<file path="config.mk">
export PLATFORM = sky130hd
export DESIGN_NAME = transparent_serial_channel_regs
export DESIGN_NICKNAME = d
export VERILOG_FILES = /design/src/verilog/tsc_pkg.sv /design/src/verilog/event_flag_bank.sv /design/src/verilog/param_word_ram.sv /design/src/verilog/transparent_serial_channel_regs.sv
export SDC_FILE = /design/constraint.sdc
export NUM_CORES = 1
export LEC_CHECK = 0
export BUFFER_PORTS_ARGS = -buffer_cell sky130_fd_sc_hd__buf_2
export CORE_MARGIN = 2
export CORE_UTILIZATION = 54
export DETAILED_ROUTE_END_ITERATION = 10
export GPL_ROUTABILITY_DRIVEN = 0
export PLACE_DENSITY = 0.76
export SETUP_SLACK_MARGIN = 0.02
export SYNTH_ARGS = -nofsm -noshare
export SYNTH_HDL_FRONTEND = slang
export SYNTH_HIERARCHICAL = 1
export SYNTH_SLANG_ARGS = --single-unit
</file>
<file path="constraint.sdc">
create_clock -name mclk -period 3.4 [get_ports mclk]
set_clock_uncertainty 0.1 [all_clocks]
set_input_delay 0.68 -clock mclk [delete_from_list [all_inputs] [get_ports mclk]]
set_output_delay 0.68 -clock mclk [all_outputs]
set_load 0.005 [all_outputs]
</file>
<file path="src/verilog/tsc_pkg.sv">
// shared constants, types and register map of the transparent channel register bank
package tsc_pkg;

	// ----------------------------------------------------------------
	// bus geometry
	// ----------------------------------------------------------------
	localparam int ADDR_W = 12; // byte address width on apb
	localparam int DATA_W = 32; // apb data width
	localparam int WORD_SHIFT = 2; // byte address = index * 4

	// ----------------------------------------------------------------
	// register indices (byte address is four times the index)
	// ----------------------------------------------------------------
	localparam logic [ADDR_W-1:0] MODE_IDX = 12'h000; // transparent_mode_control
	localparam logic [ADDR_W-1:0] EVENT_IDX = 12'h001; // channel_event_flags
	localparam logic [ADDR_W-1:0] ENABLE_IDX = 12'h002; // channel_event_enable
	localparam logic [ADDR_W-1:0] PARAM_IDX_FIRST = 12'h09c; // first reserved word
	localparam logic [ADDR_W-1:0] PARAM_IDX_LAST = 12'h0be; // last reserved word
	localparam logic [ADDR_W-1:0] MODE_ADDR = 12'(MODE_IDX << WORD_SHIFT);
	localparam logic [ADDR_W-1:0] EVENT_ADDR = 12'(EVENT_IDX << WORD_SHIFT);
	localparam logic [ADDR_W-1:0] ENABLE_ADDR = 12'(ENABLE_IDX << WORD_SHIFT);
	localparam logic [ADDR_W-1:0] PARAM_ADDR_FIRST = 12'(PARAM_IDX_FIRST << WORD_SHIFT);
	localparam logic [ADDR_W-1:0] PARAM_ADDR_LAST = 12'(PARAM_IDX_LAST << WORD_SHIFT);

	// ----------------------------------------------------------------
	// reserved parameter area: word-wide entries two indices apart
	// ----------------------------------------------------------------
	localparam int PARAM_DEPTH = 18; // 9c..be in steps of two
	localparam int PARAM_AW = 5; // index into the reserved words
	localparam int PARAM_W = 16; // each entry is one word
	localparam int PARAM_STEP_LSB = 3; // byte step between entries is 8
	localparam logic [PARAM_STEP_LSB-1:0] PARAM_ALIGN = 3'h0;

	// ----------------------------------------------------------------
	// register widths and reset values
	// ----------------------------------------------------------------
	localparam int MODE_W = 16;
	localparam int EVENT_W = 8;
	localparam logic [MODE_W-1:0] MODE_RST = 16'h0000;
	localparam logic [EVENT_W-1:0] EVENT_RST = 8'h00;
	localparam logic [EVENT_W-1:0] ENABLE_RST = 8'h00;
	localparam logic [EVENT_W-1:0] EVENT_USED = 8'hdf; // bit 5 has no event

	// mode register layout, msb first
	typedef struct packed {
		logic rsv15; // undefined, software writes zero
		logic external_sync_select; // bit 14
		logic no_transmit_sync; // bit 13
		logic reverse_data_order; // bit 12
		logic [5:0] rsv11_6; // undefined, software writes zero
		logic [5:0] common_mode; // common channel settings, bits 5..0
	} mode_reg_t;

	// event flags and enables share this layout, msb first
	typedef struct packed {
		logic cts_change; // bit 7
		logic cd_change; // bit 6
		logic unused5; // bit 5, never set
		logic transmit_error_flag; // bit 4
		logic character_received_flag; // bit 3
		logic receiver_busy_flag; // bit 2
		logic tx_buffer_done; // bit 1
		logic rx_buffer_done; // bit 0
	} event_set_t;

	// apb answer state, one-hot
	typedef enum logic [2:0] {
		BUS_IDLE = 3'b001,
		BUS_FETCH = 3'b010,
		BUS_ANSWER = 3'b100
	} bus_state_t;

endpackage

</file>
<file path="src/verilog/event_flag_bank.sv">
// sticky write-one-to-clear flag bank
`timescale 1ns/1ps
module event_flag_bank #(
	parameter int W = 8,
	parameter logic [W-1:0] USED = '1,
	parameter logic [W-1:0] RST = '0
) (
	input wire logic mclk,
	input wire logic rst,
	input wire logic [W-1:0] set, // one-cycle event pulses
	input wire logic [W-1:0] clr, // ones clear, already gated by the write strobe
	output logic [W-1:0] flags_q
);
	logic [W-1:0] flags_d;

	// ----------------------------------------------------------------
	// next value: set wins over a clear in the same cycle
	// ----------------------------------------------------------------
	assign flags_d = ((flags_q & ~clr) | set) & USED; // RQ5 RQ7 RQ13

	// flag storage
	always_ff @(posedge mclk) begin
		if (rst) begin
			flags_q <= RST; // RQ8
		end else begin
			flags_q <= flags_d;
		end
	end
endmodule

</file>
<file path="src/verilog/param_word_ram.sv">
// small word store for the reserved parameter area
`timescale 1ns/1ps
module param_word_ram #(
	parameter int DEPTH = 18,
	parameter int AW = 5,
	parameter int W = 16
) (
	input wire logic mclk,
	input wire logic we, // one-cycle write strobe
	input wire logic [AW-1:0] addr, // shared read and write index
	input wire logic [W-1:0] wdata,
	output logic [W-1:0] rdata_q // registered read data
);
	logic [W-1:0] mem [DEPTH]; // contents are undefined until written

	// ----------------------------------------------------------------
	// write port and registered read
	// ----------------------------------------------------------------
	always_ff @(posedge mclk) begin
		if (we) begin
			mem[addr] <= wdata;
		end
		rdata_q <= mem[addr];
	end
endmodule

</file>
<file path="src/verilog/transparent_serial_channel_regs.sv">
// apb register bank of one serial channel in transparent mode
//
// What this block does
// (RQ1) sixteen-bit read-write mode register, protocol bits above
// (RQ2) reset clears every protocol-specific mode bit
// (RQ3) software writes zero to undefined mode bits
// (RQ4) sync select, no-transmit-sync, reverse order at 14..12
// (RQ5) eight sticky event flags set by channel
// (RQ6) event flag layout fixed, bit 5 unused
// (RQ7) writing one clears a flag, zero keeps
// (RQ8) reset clears all event flags
// (RQ9) eight-bit enable register, one unmasks its event
// (RQ10) reset clears enables, all events masked
// (RQ11) parameter area 9c..be reserved, never used internally
// (RQ12) request holds until unmasked flags are cleared
// (RQ13) one write may clear several flags
// (RQ14) request when any flag meets its enable
//
// Added by the designer: the register addresses and the APB register port.
`timescale 1ns/1ps
module transparent_serial_channel_regs (
	input wire logic mclk,
	input wire logic rst,
	// apb slave
	input wire logic psel,
	input wire logic penable,
	input wire logic pwrite,
	input wire logic [tsc_pkg::ADDR_W-1:0] paddr,
	input wire logic [tsc_pkg::DATA_W-1:0] pwdata,
	output logic [tsc_pkg::DATA_W-1:0] prdata,
	output logic pready,
	output logic pslverr,
	// channel side
	input wire tsc_pkg::event_set_t channel_events, // one-cycle pulses
	output tsc_pkg::mode_reg_t mode_ctl, // mode register contents
	output logic irq
);

	// ----------------------------------------------------------------
	// state
	// ----------------------------------------------------------------
	tsc_pkg::bus_state_t st_q; // apb answer sequencer
	tsc_pkg::bus_state_t st_d;
	tsc_pkg::mode_reg_t mode_q; // mode register storage
	logic [tsc_pkg::EVENT_W-1:0] enable_q; // interrupt enables
	logic [tsc_pkg::EVENT_W-1:0] flags; // sticky event flags
	logic [tsc_pkg::DATA_W-1:0] prdata_q;
	logic [tsc_pkg::DATA_W-1:0] prdata_d;
	logic pready_q;
	logic pready_d;
	logic pslverr_q;
	logic pslverr_d;
	logic irq_q;
	logic [tsc_pkg::PARAM_W-1:0] param_rdata; // registered by the ram

	// ----------------------------------------------------------------
	// address decode
	// ----------------------------------------------------------------
	wire hit_mode = (paddr == tsc_pkg::MODE_ADDR);
	wire hit_event = (paddr == tsc_pkg::EVENT_ADDR);
	wire hit_enable = (paddr == tsc_pkg::ENABLE_ADDR);
	// offset within the reserved parameter area
	wire [tsc_pkg::ADDR_W-1:0] param_off = paddr - tsc_pkg::PARAM_ADDR_FIRST;
	// entries sit every eight bytes; odd indices are not mapped
	wire hit_param = (paddr >= tsc_pkg::PARAM_ADDR_FIRST)
		&& (paddr <= tsc_pkg::PARAM_ADDR_LAST)
		&& (param_off[tsc_pkg::PARAM_STEP_LSB-1:0] == tsc_pkg::PARAM_ALIGN);
	wire [tsc_pkg::PARAM_AW-1:0] param_idx =
		param_off[tsc_pkg::PARAM_STEP_LSB +: tsc_pkg::PARAM_AW];
	wire hit_any = hit_mode || hit_event || hit_enable || hit_param;

	// ----------------------------------------------------------------
	// transfer phases
	// ----------------------------------------------------------------
	// setup seen while idle starts the two-step answer
	wire setup = (st_q == tsc_pkg::BUS_IDLE) && psel && !penable;
	// the edge where the master samples pready high
	wire commit = (st_q == tsc_pkg::BUS_ANSWER) && psel && penable;
	wire wr_commit = commit && pwrite;
	// unmapped writes are dropped and flagged with pslverr
	wire wr_mode = wr_commit && hit_mode;
	wire wr_event = wr_commit && hit_event;
	wire wr_enable = wr_commit && hit_enable;
	wire wr_param = wr_commit && hit_param;

	// ----------------------------------------------------------------
	// read data selection
	// ----------------------------------------------------------------
	// narrow registers sit in the low bits, upper bits read zero
	wire [tsc_pkg::DATA_W-1:0] rd_mode =
		{{(tsc_pkg::DATA_W-tsc_pkg::MODE_W){1'b0}}, mode_q};
	wire [tsc_pkg::DATA_W-1:0] rd_event =
		{{(tsc_pkg::DATA_W-tsc_pkg::EVENT_W){1'b0}}, flags};
	wire [tsc_pkg::DATA_W-1:0] rd_enable =
		{{(tsc_pkg::DATA_W-tsc_pkg::EVENT_W){1'b0}}, enable_q};
	wire [tsc_pkg::DATA_W-1:0] rd_param =
		{{(tsc_pkg::DATA_W-tsc_pkg::PARAM_W){1'b0}}, param_rdata};
	wire [tsc_pkg::DATA_W-1:0] rd_mux =
		hit_mode ? rd_mode :
		hit_event ? rd_event :
		hit_enable ? rd_enable :
		hit_param ? rd_param : '0;

	// ----------------------------------------------------------------
	// apb sequencer
	// ----------------------------------------------------------------
	// the extra fetch step lets the ram read land in a register first,
	// so prdata stays a flop at the cost of one wait cycle
	always_comb begin
		st_d = st_q;
		prdata_d = prdata_q;
		pready_d = pready_q;
		pslverr_d = pslverr_q;
		unique case (st_q)
			tsc_pkg::BUS_IDLE: begin
				// wait for a setup cycle
				if (setup) begin
					st_d = tsc_pkg::BUS_FETCH;
				end
			end
			tsc_pkg::BUS_FETCH: begin
				// ram data now valid; present the answer
				st_d = tsc_pkg::BUS_ANSWER;
				prdata_d = pwrite ? '0 : rd_mux;
				pready_d = 1'b1;
				pslverr_d = !hit_any;
			end
			tsc_pkg::BUS_ANSWER: begin
				// answer stands until the master takes it
				if (commit) begin
					st_d = tsc_pkg::BUS_IDLE;
					prdata_d = '0;
					pready_d = 1'b0;
					pslverr_d = 1'b0;
				end
			end
			default: begin
				// illegal code: fall back to idle
				st_d = tsc_pkg::BUS_IDLE;
				prdata_d = '0;
				pready_d = 1'b0;
				pslverr_d = 1'b0;
			end
		endcase
	end

	// sequencer and answer flops
	always_ff @(posedge mclk) begin
		if (rst) begin
			st_q <= tsc_pkg::BUS_IDLE;
			prdata_q <= '0;
			pready_q <= 1'b0;
			pslverr_q <= 1'b0;
		end else begin
			st_q <= st_d;
			prdata_q <= prdata_d;
			pready_q <= pready_d;
			pslverr_q <= pslverr_d;
		end
	end

	// ----------------------------------------------------------------
	// mode register
	// ----------------------------------------------------------------
	// all sixteen bits are stored as written; undefined bits are the
	// writer's duty to keep at zero, so they are not forced here
	always_ff @(posedge mclk) begin
		if (rst) begin
			mode_q <= tsc_pkg::MODE_RST; // RQ2
		end else if (wr_mode) begin
			mode_q <= pwdata[tsc_pkg::MODE_W-1:0]; // RQ1 RQ4
		end
	end

	// ----------------------------------------------------------------
	// interrupt enable register
	// ----------------------------------------------------------------
	always_ff @(posedge mclk) begin
		if (rst) begin
			enable_q <= tsc_pkg::ENABLE_RST; // RQ10
		end else if (wr_enable) begin
			enable_q <= pwdata[tsc_pkg::EVENT_W-1:0]; // RQ9
		end
	end

	// ----------------------------------------------------------------
	// sticky event flags
	// ----------------------------------------------------------------
	// clear vector only exists during an event register write
	wire [tsc_pkg::EVENT_W-1:0] ev_clr =
		wr_event ? pwdata[tsc_pkg::EVENT_W-1:0] : '0; // RQ7 RQ13
	wire [tsc_pkg::EVENT_W-1:0] ev_set = channel_events; // RQ6

	event_flag_bank #(
		.W(tsc_pkg::EVENT_W),
		.USED(tsc_pkg::EVENT_USED),
		.RST(tsc_pkg::EVENT_RST)
	) u_flags (
		.mclk(mclk),
		.rst(rst),
		.set(ev_set),
		.clr(ev_clr),
		.flags_q(flags)
	);

	// ----------------------------------------------------------------
	// reserved parameter words
	// ----------------------------------------------------------------
	// plain storage for software; nothing in the channel reads it
	param_word_ram #(
		.DEPTH(tsc_pkg::PARAM_DEPTH),
		.AW(tsc_pkg::PARAM_AW),
		.W(tsc_pkg::PARAM_W)
	) u_param (
		.mclk(mclk),
		.we(wr_param), // RQ11
		.addr(param_idx),
		.wdata(pwdata[tsc_pkg::PARAM_W-1:0]),
		.rdata_q(param_rdata)
	);

	// ----------------------------------------------------------------
	// interrupt request
	// ----------------------------------------------------------------
	// one cycle behind the flags; stays up while any enabled flag is set
	wire irq_d = |(flags & enable_q); // RQ12 RQ14

	always_ff @(posedge mclk) begin
		if (rst) begin
			irq_q <= 1'b0;
		end else begin
			irq_q <= irq_d;
		end
	end

	// ----------------------------------------------------------------
	// outputs, all straight from flops
	// ----------------------------------------------------------------
	assign prdata = prdata_q;
	assign pready = pready_q;
	assign pslverr = pslverr_q;
	assign mode_ctl = mode_q;
	assign irq = irq_q;
endmodule

</file>
Yosys cells after proc, flatten, opt, wreduce, memory -nomap -nowiden

Memory sizes are Yosys's and may differ from the RTL's. A register that Yosys moved wholly into a read port is not among the register bits.
Index checks and enable logic that the tools add are counted.

Bitwise logic cells: 5
Reduce and logical (&&, ||, !) cells: 21
Multiplexer cells: 16
Add/subtract/negate cells: 1
Magnitude comparators: 2
Equality and inequality tests: 7

Operator list:

| cell                   | count |
|---|---|
| $pmux W32 S3           | 1 |
| $mux W16               | 5 |
| $mux W32               | 1 |
| $and A8 B8 Y8          | 2 |
| $eq A12 B3 Y1 const B  | 1 |
| $eq A12 B4 Y1 const B  | 1 |
| $ge A12 B10 Y1 const B | 1 |
| $le A12 B10 Y1 const B | 1 |
| $logic_not A12 Y1      | 1 |
| $logic_and A1 B1 Y1    | 11 |
| $pmux W3 S3            | 1 |
| $mux W8                | 1 |
| $not A8 Y8             | 1 |
| $or A8 B8 Y8           | 1 |
| $reduce_or A8 Y1       | 1 |
| $sub A8 B7 Y8 const B  | 1 |
| $mux W3                | 2 |
| $pmux W1 S3            | 2 |
| $ne A2 B2 Y1 const B   | 2 |
| $reduce_and A2 Y1      | 2 |
| $eq A3 B1 Y1 const B   | 1 |
| $eq A3 B2 Y1 const B   | 1 |
| $eq A3 B3 Y1 const B   | 1 |
| $logic_not A3 Y1       | 1 |
| 4 further kinds        | 9 |

Bits of input ports: 57
Logic and storage cells: 67
Bits in registers: 70
Memories kept: 1
Bits in writable memories: 288
Output and inout bits: 51

Memory list:

| name        | words | width | rd ports | clocked after Yosys merged registers in | wr ports | line                 | RTL |
|---|---|---|---|---|---|---|---|
| u_param.mem | 18    | 16    | 1        | 1                                       | 1        | param_word_ram.sv:14 | `logic [W-1:0] mem [DEPTH];` |

Depth between registers and ports, before layout

Word-level depth: 9
Depth in mapped cells: 8
Mapped depth without buffers: 8

By module

Netlist, hierarchy kept.

By module, submodules not included:

| module                          | cells each | area an instance (um2) | instances | sequential area each (um2) |
|---|---|---|---|---|
| param_word_ram                  | 526        | 11428.5                | 1         | 8968.6 |
| transparent_serial_channel_regs | 271        | 2555.0                 | 1         | 920.9 |
| event_flag_bank                 | 30         | 309.0                  | 1         | 140.1 |

Least setup slack after synthesis

OpenSTA, ideal clock, no wires.

Path kind: input-to-reg
Start: input paddr[1] in the netlist's numbering
End: memory u_param.mem[0][0] (enable)
Cell stages on the path: 6
Buffers on the path: 1
Path slack: -164 ps
Data arrival time: 3075 ps
Setup time: 388 ps
Required time: 2912 ps
Path through: or4_4 -> nor4_2 -> buf_2 -> and3_1 -> or3b_1 -> nor2_1

Word-level cells in the longest chain between the ends: 6
Elaborated cells between the ends (all ways): 9
Those cells by class: add/sub: 1; order compare: 2; mux: 2; reduce/logical: 4

RTL lines:

| element                                                        | line                                                                         | RTL |
|---|---|---|
| start: declaration                                             | transparent_serial_channel_regs.sv:28                                        | `input wire logic [tsc_pkg::ADDR_W-1:0] paddr,` |
| $sub A8 B7 Y8, or another cell as far along                    | transparent_serial_channel_regs.sv:63                                        | `wire [tsc_pkg::ADDR_W-1:0] param_off = paddr - tsc_pkg::PARAM_ADDR_FIRST;` |
| $logic_not A3 Y1 / $logic_and A1 B1 Y1 (equally long branches) | transparent_serial_channel_regs.sv:67, transparent_serial_channel_regs.sv:66 |  |
| $logic_and A1 B1 Y1 (*)                                        | transparent_serial_channel_regs.sv:67                                        | `&& (param_off[tsc_pkg::PARAM_STEP_LSB-1:0] == tsc_pkg::PARAM_ALIGN);` |
| $logic_and A1 B1 Y1 (*)                                        | transparent_serial_channel_regs.sv:84                                        | `wire wr_param = wr_commit && hit_param;` |
| net wr_param                                                   | transparent_serial_channel_regs.sv:84                                        |  |
| $mux W1 (*)                                                    | param_word_ram.sv:20                                                         | `if (we) begin` |
| $mux W1 (implied by the code) (*)                              | param_word_ram.sv:21                                                         | `mem[addr] <= wdata;` |
| end: declaration                                               | param_word_ram.sv:14                                                         |  |

Mark *: on every way through the listed nets, which the timed path passes. The rest lies on a longest branch.

Worst setup path in the final report

Start: input paddr[1] in the netlist's numbering
End: memory u_param.mem[16][3] (enable)

Same word-level chain as after synthesis.

==> out/summary.md <==
The run finished with clean final reports. The maximum count of clock buffers along a single path was 3. The run gives 0 as the buffer count from post-CTS setup fixing. For the worst setup path, the data arrival time is 2990 ps. In the layout the commonest cells are sky130_fd_sc_hd__edfxtp_1 (288), sky130_fd_sc_hd__buf_2 (74), sky130_fd_sc_hd__dfxtp_1 (69). The highest metal layer carrying signal wires in the routed design is met4. The kind of cell with the highest combined delay along the critical path is simple AND/OR/NAND/NOR gates. The total area inside the core boundary comes to 26000 sq um.

The maximum net fanout on the critical path was 16. Buffers inserted during clock tree synthesis total 36. Average wire length per cell after detail routing: 21.4 microns.

The path type of the worst setup path was in2reg. Global routing used 20.1% of the available tracks across all layers. The logs give 290 ps for the worst-case hold slack and 0 for the final-report max-slew violation count. The share of the clock period used by the worst path after layout was 84.7%; the synthesized netlist cell count was 826.

TritonCTS built the clock tree. The placement-stage cell area is 15200 sq um, and the length of the first detailed-routing pass in iterations is 6. The relative area change from synthesis to final layout was 13.8%; the number of buffers and inverters on the critical path was 2. In the routed design, unresolved DRC markers number 0.

The count of nets left with antenna violations once routing finished came out at 0. The first global-routing pass estimated 43.5 mm of wire. Power spread over the standard cell area amounts to 544 nW/um^2. Setup violations remaining at the end of the flow were counted as 0.

The clock reaches the later pin of the worst-skew pair after 520 ps. Measured along the y axis, the die boundary spans 167 microns. The final layout net count was 986; the logic depth of the worst setup path including buffers was 7. Of the total power, registers draw 54.0%. The number of standard-cell rows in the floorplan is 59, and the switching share of power is 20.5%.

At the pin with the least slew margin, the transition time is 1230 ps. The tools report the via count of the first global-routing pass as 7558. Leaving out fill and tap cells, the most frequent cell in the layout is sky130_fd_sc_hd__edfxtp_1. The synthesized netlist occupies a cell area of 14300 sq um.

Walking the worst path, the cells encountered are buf_2 -> or4_4 -> nor4_2 -> and3_1 -> or3b_1 -> nor2_1 -> buf_12. The width of the die works out to 167 microns. The floorplan step defined a die boundary enclosing 27800 sq um. Along the worst hold path, the cell count comes to 2. The maximum level of the CTS H-tree came out at 2. Wires add up to 27.6 mm.

The cell sitting at the root of the clock tree is a sky130_fd_sc_hd__clkbuf_16. The first routing iteration left 808 violations. The residual overflow from global routing was 0. The count of final hold-check violations was 0; the total leakage power was 5.59 nW.

For this run, the top clock speed supported by timing is 347 MHz. The count of hold buffers inserted by post-cts repair is 0. The mean instance size in the synthesized netlist was 17.3 sq um; the count of filler cells inserted in the layout was 1830. The number of vias per cell after detailed routing is 5.83, and the biggest cell delay along the critical path is 570 ps. The kind of start point of the critical path is an input pin. Setup repair after global routing left no endpoint under its margin.

After routing, the total negative slack on setup checks comes to 0 ps. The number of antenna diodes in the final layout is 0. The tools report the endpoint class of the critical path as a flop. The run gives 357 as the number of clock sinks seen by CTS. The routed wire length on met2 was 13.0 mm; the worst reg2reg path depth was 6. The internal power of the cells totals 0.00702 W. The number of gates resized after CTS was 0.

Across the run, the number of max-cap violations was 0. Half-perimeter wire length after placement: 17.8 mm. The proportion of power drawn by combinational gates is 5.0%, and the required arrival time at the worst endpoint is 3510 ps. The number of placed I/O pins came out at 108.

Counting I/O delays and the setup requirement, the final critical path takes 2880 ps. The clock network fraction of total power was 41.0%. Cell with the largest stage delay on the worst path: sky130_fd_sc_hd__or4_4. The via count was 7508; the maximum number of pins on one net before global-route repair was 85.

The starting density of the core was 55.0%. Port buffering added 74 buffers. Summed over all nets, wire length on met3 after detailed routing comes to 1.79 mm. The tools report the final design instance area without fill as 16300 sq um. The fraction of final layout cells with drive strength greater than 1 came out at 28.8%.

The number of warning messages in the yosys log came out at 6. After detailed routing, the wire length on met1 is 12.3 mm. The worst IR drop on VDD was 0.384 mV; the initial antenna violation count was 0. The clock-pin slew of the registers on the worst-case setup and hold paths is 60 ps. The worst pin sits at a relative slew slack of 17.9%.

For this design the total switching power over the nets is 0.00181 W. In this run the worst hold path is classified as in2reg.
==> path summary, 6_finish.rpt <==
path | from | to | slack, ps
worst max-delay path | paddr[1] | u_param/mem[16][3] | 520
worst min-delay path | penable | st_q[1] | 290
worst max register to register | st_q[1] | u_param/mem[16][3] | 830
worst min register to register | u_param/rdata_q[8] | prdata[8] | 360
==> per-layer routing <==
metal	global-route usage, %	up-vias
li1	-	3428
met1	29.9	3779
met2	31.2	265
met3	3.64	36
met4	4.95	0
met5	0	-
==> metrics by stage <==
step	power, W	utilization, %	std cells	worst slack (ps)
finish	0.00884	62.6	1288	519
CTS	0.00893	62.6	1288	547
floorplan	0.00515	-	841	-164
global placement	0.00529	58.3	1224	140
global route	0.00914	62.6	1288	376
detailed placement	0.00530	58.3	1224	75.4
==> cell type report <==
type | instances | area [sq um] | area share, %
well taps | 335 | 419 | 2.58
flip-flops and latches | 357 | 10000 | 61.7
multi-input cells | 404 | 3890 | 23.9
repair buffers | 111 | 761 | 4.68
inverters | 17 | 66.3 | 0.408
clock buffers | 46 | 1010 | 6.22
clock inverters | 18 | 85.1 | 0.523
==> power groups by stage <==
stage          clock network, W  logic (W)  registers, W
2_1_floorplan                 0   0.000290       0.00486
3_3_place_gp                  0   0.000431       0.00486
3_5_place_dp                  0   0.000441       0.00486
4_1_cts                 0.00371   0.000443       0.00477
5_1_grt                 0.00388   0.000481       0.00477
6_report                0.00363   0.000441       0.00477
==> flip-flops by register name, indices dropped and copies added, names as in the netlist <==
register         count
mode_ctl            16
pready               1
u_param/mem        288
irq                  1
pslverr              1
u_param/rdata_q     16
st_q                 3
enable_q             8
prdata              16
u_flags/flags_q      7
==> worst register-to-register path: stages (launching register included) <==
cell                       delay (ps)
sky130_fd_sc_hd__dfxtp_1          360
sky130_fd_sc_hd__nand2b_1         200
sky130_fd_sc_hd__nor2_1           260
sky130_fd_sc_hd__and3_1           360
sky130_fd_sc_hd__or3b_1           510
sky130_fd_sc_hd__nor2_1           270
sky130_fd_sc_hd__buf_12           200
(Power assumes the default switching activity.)
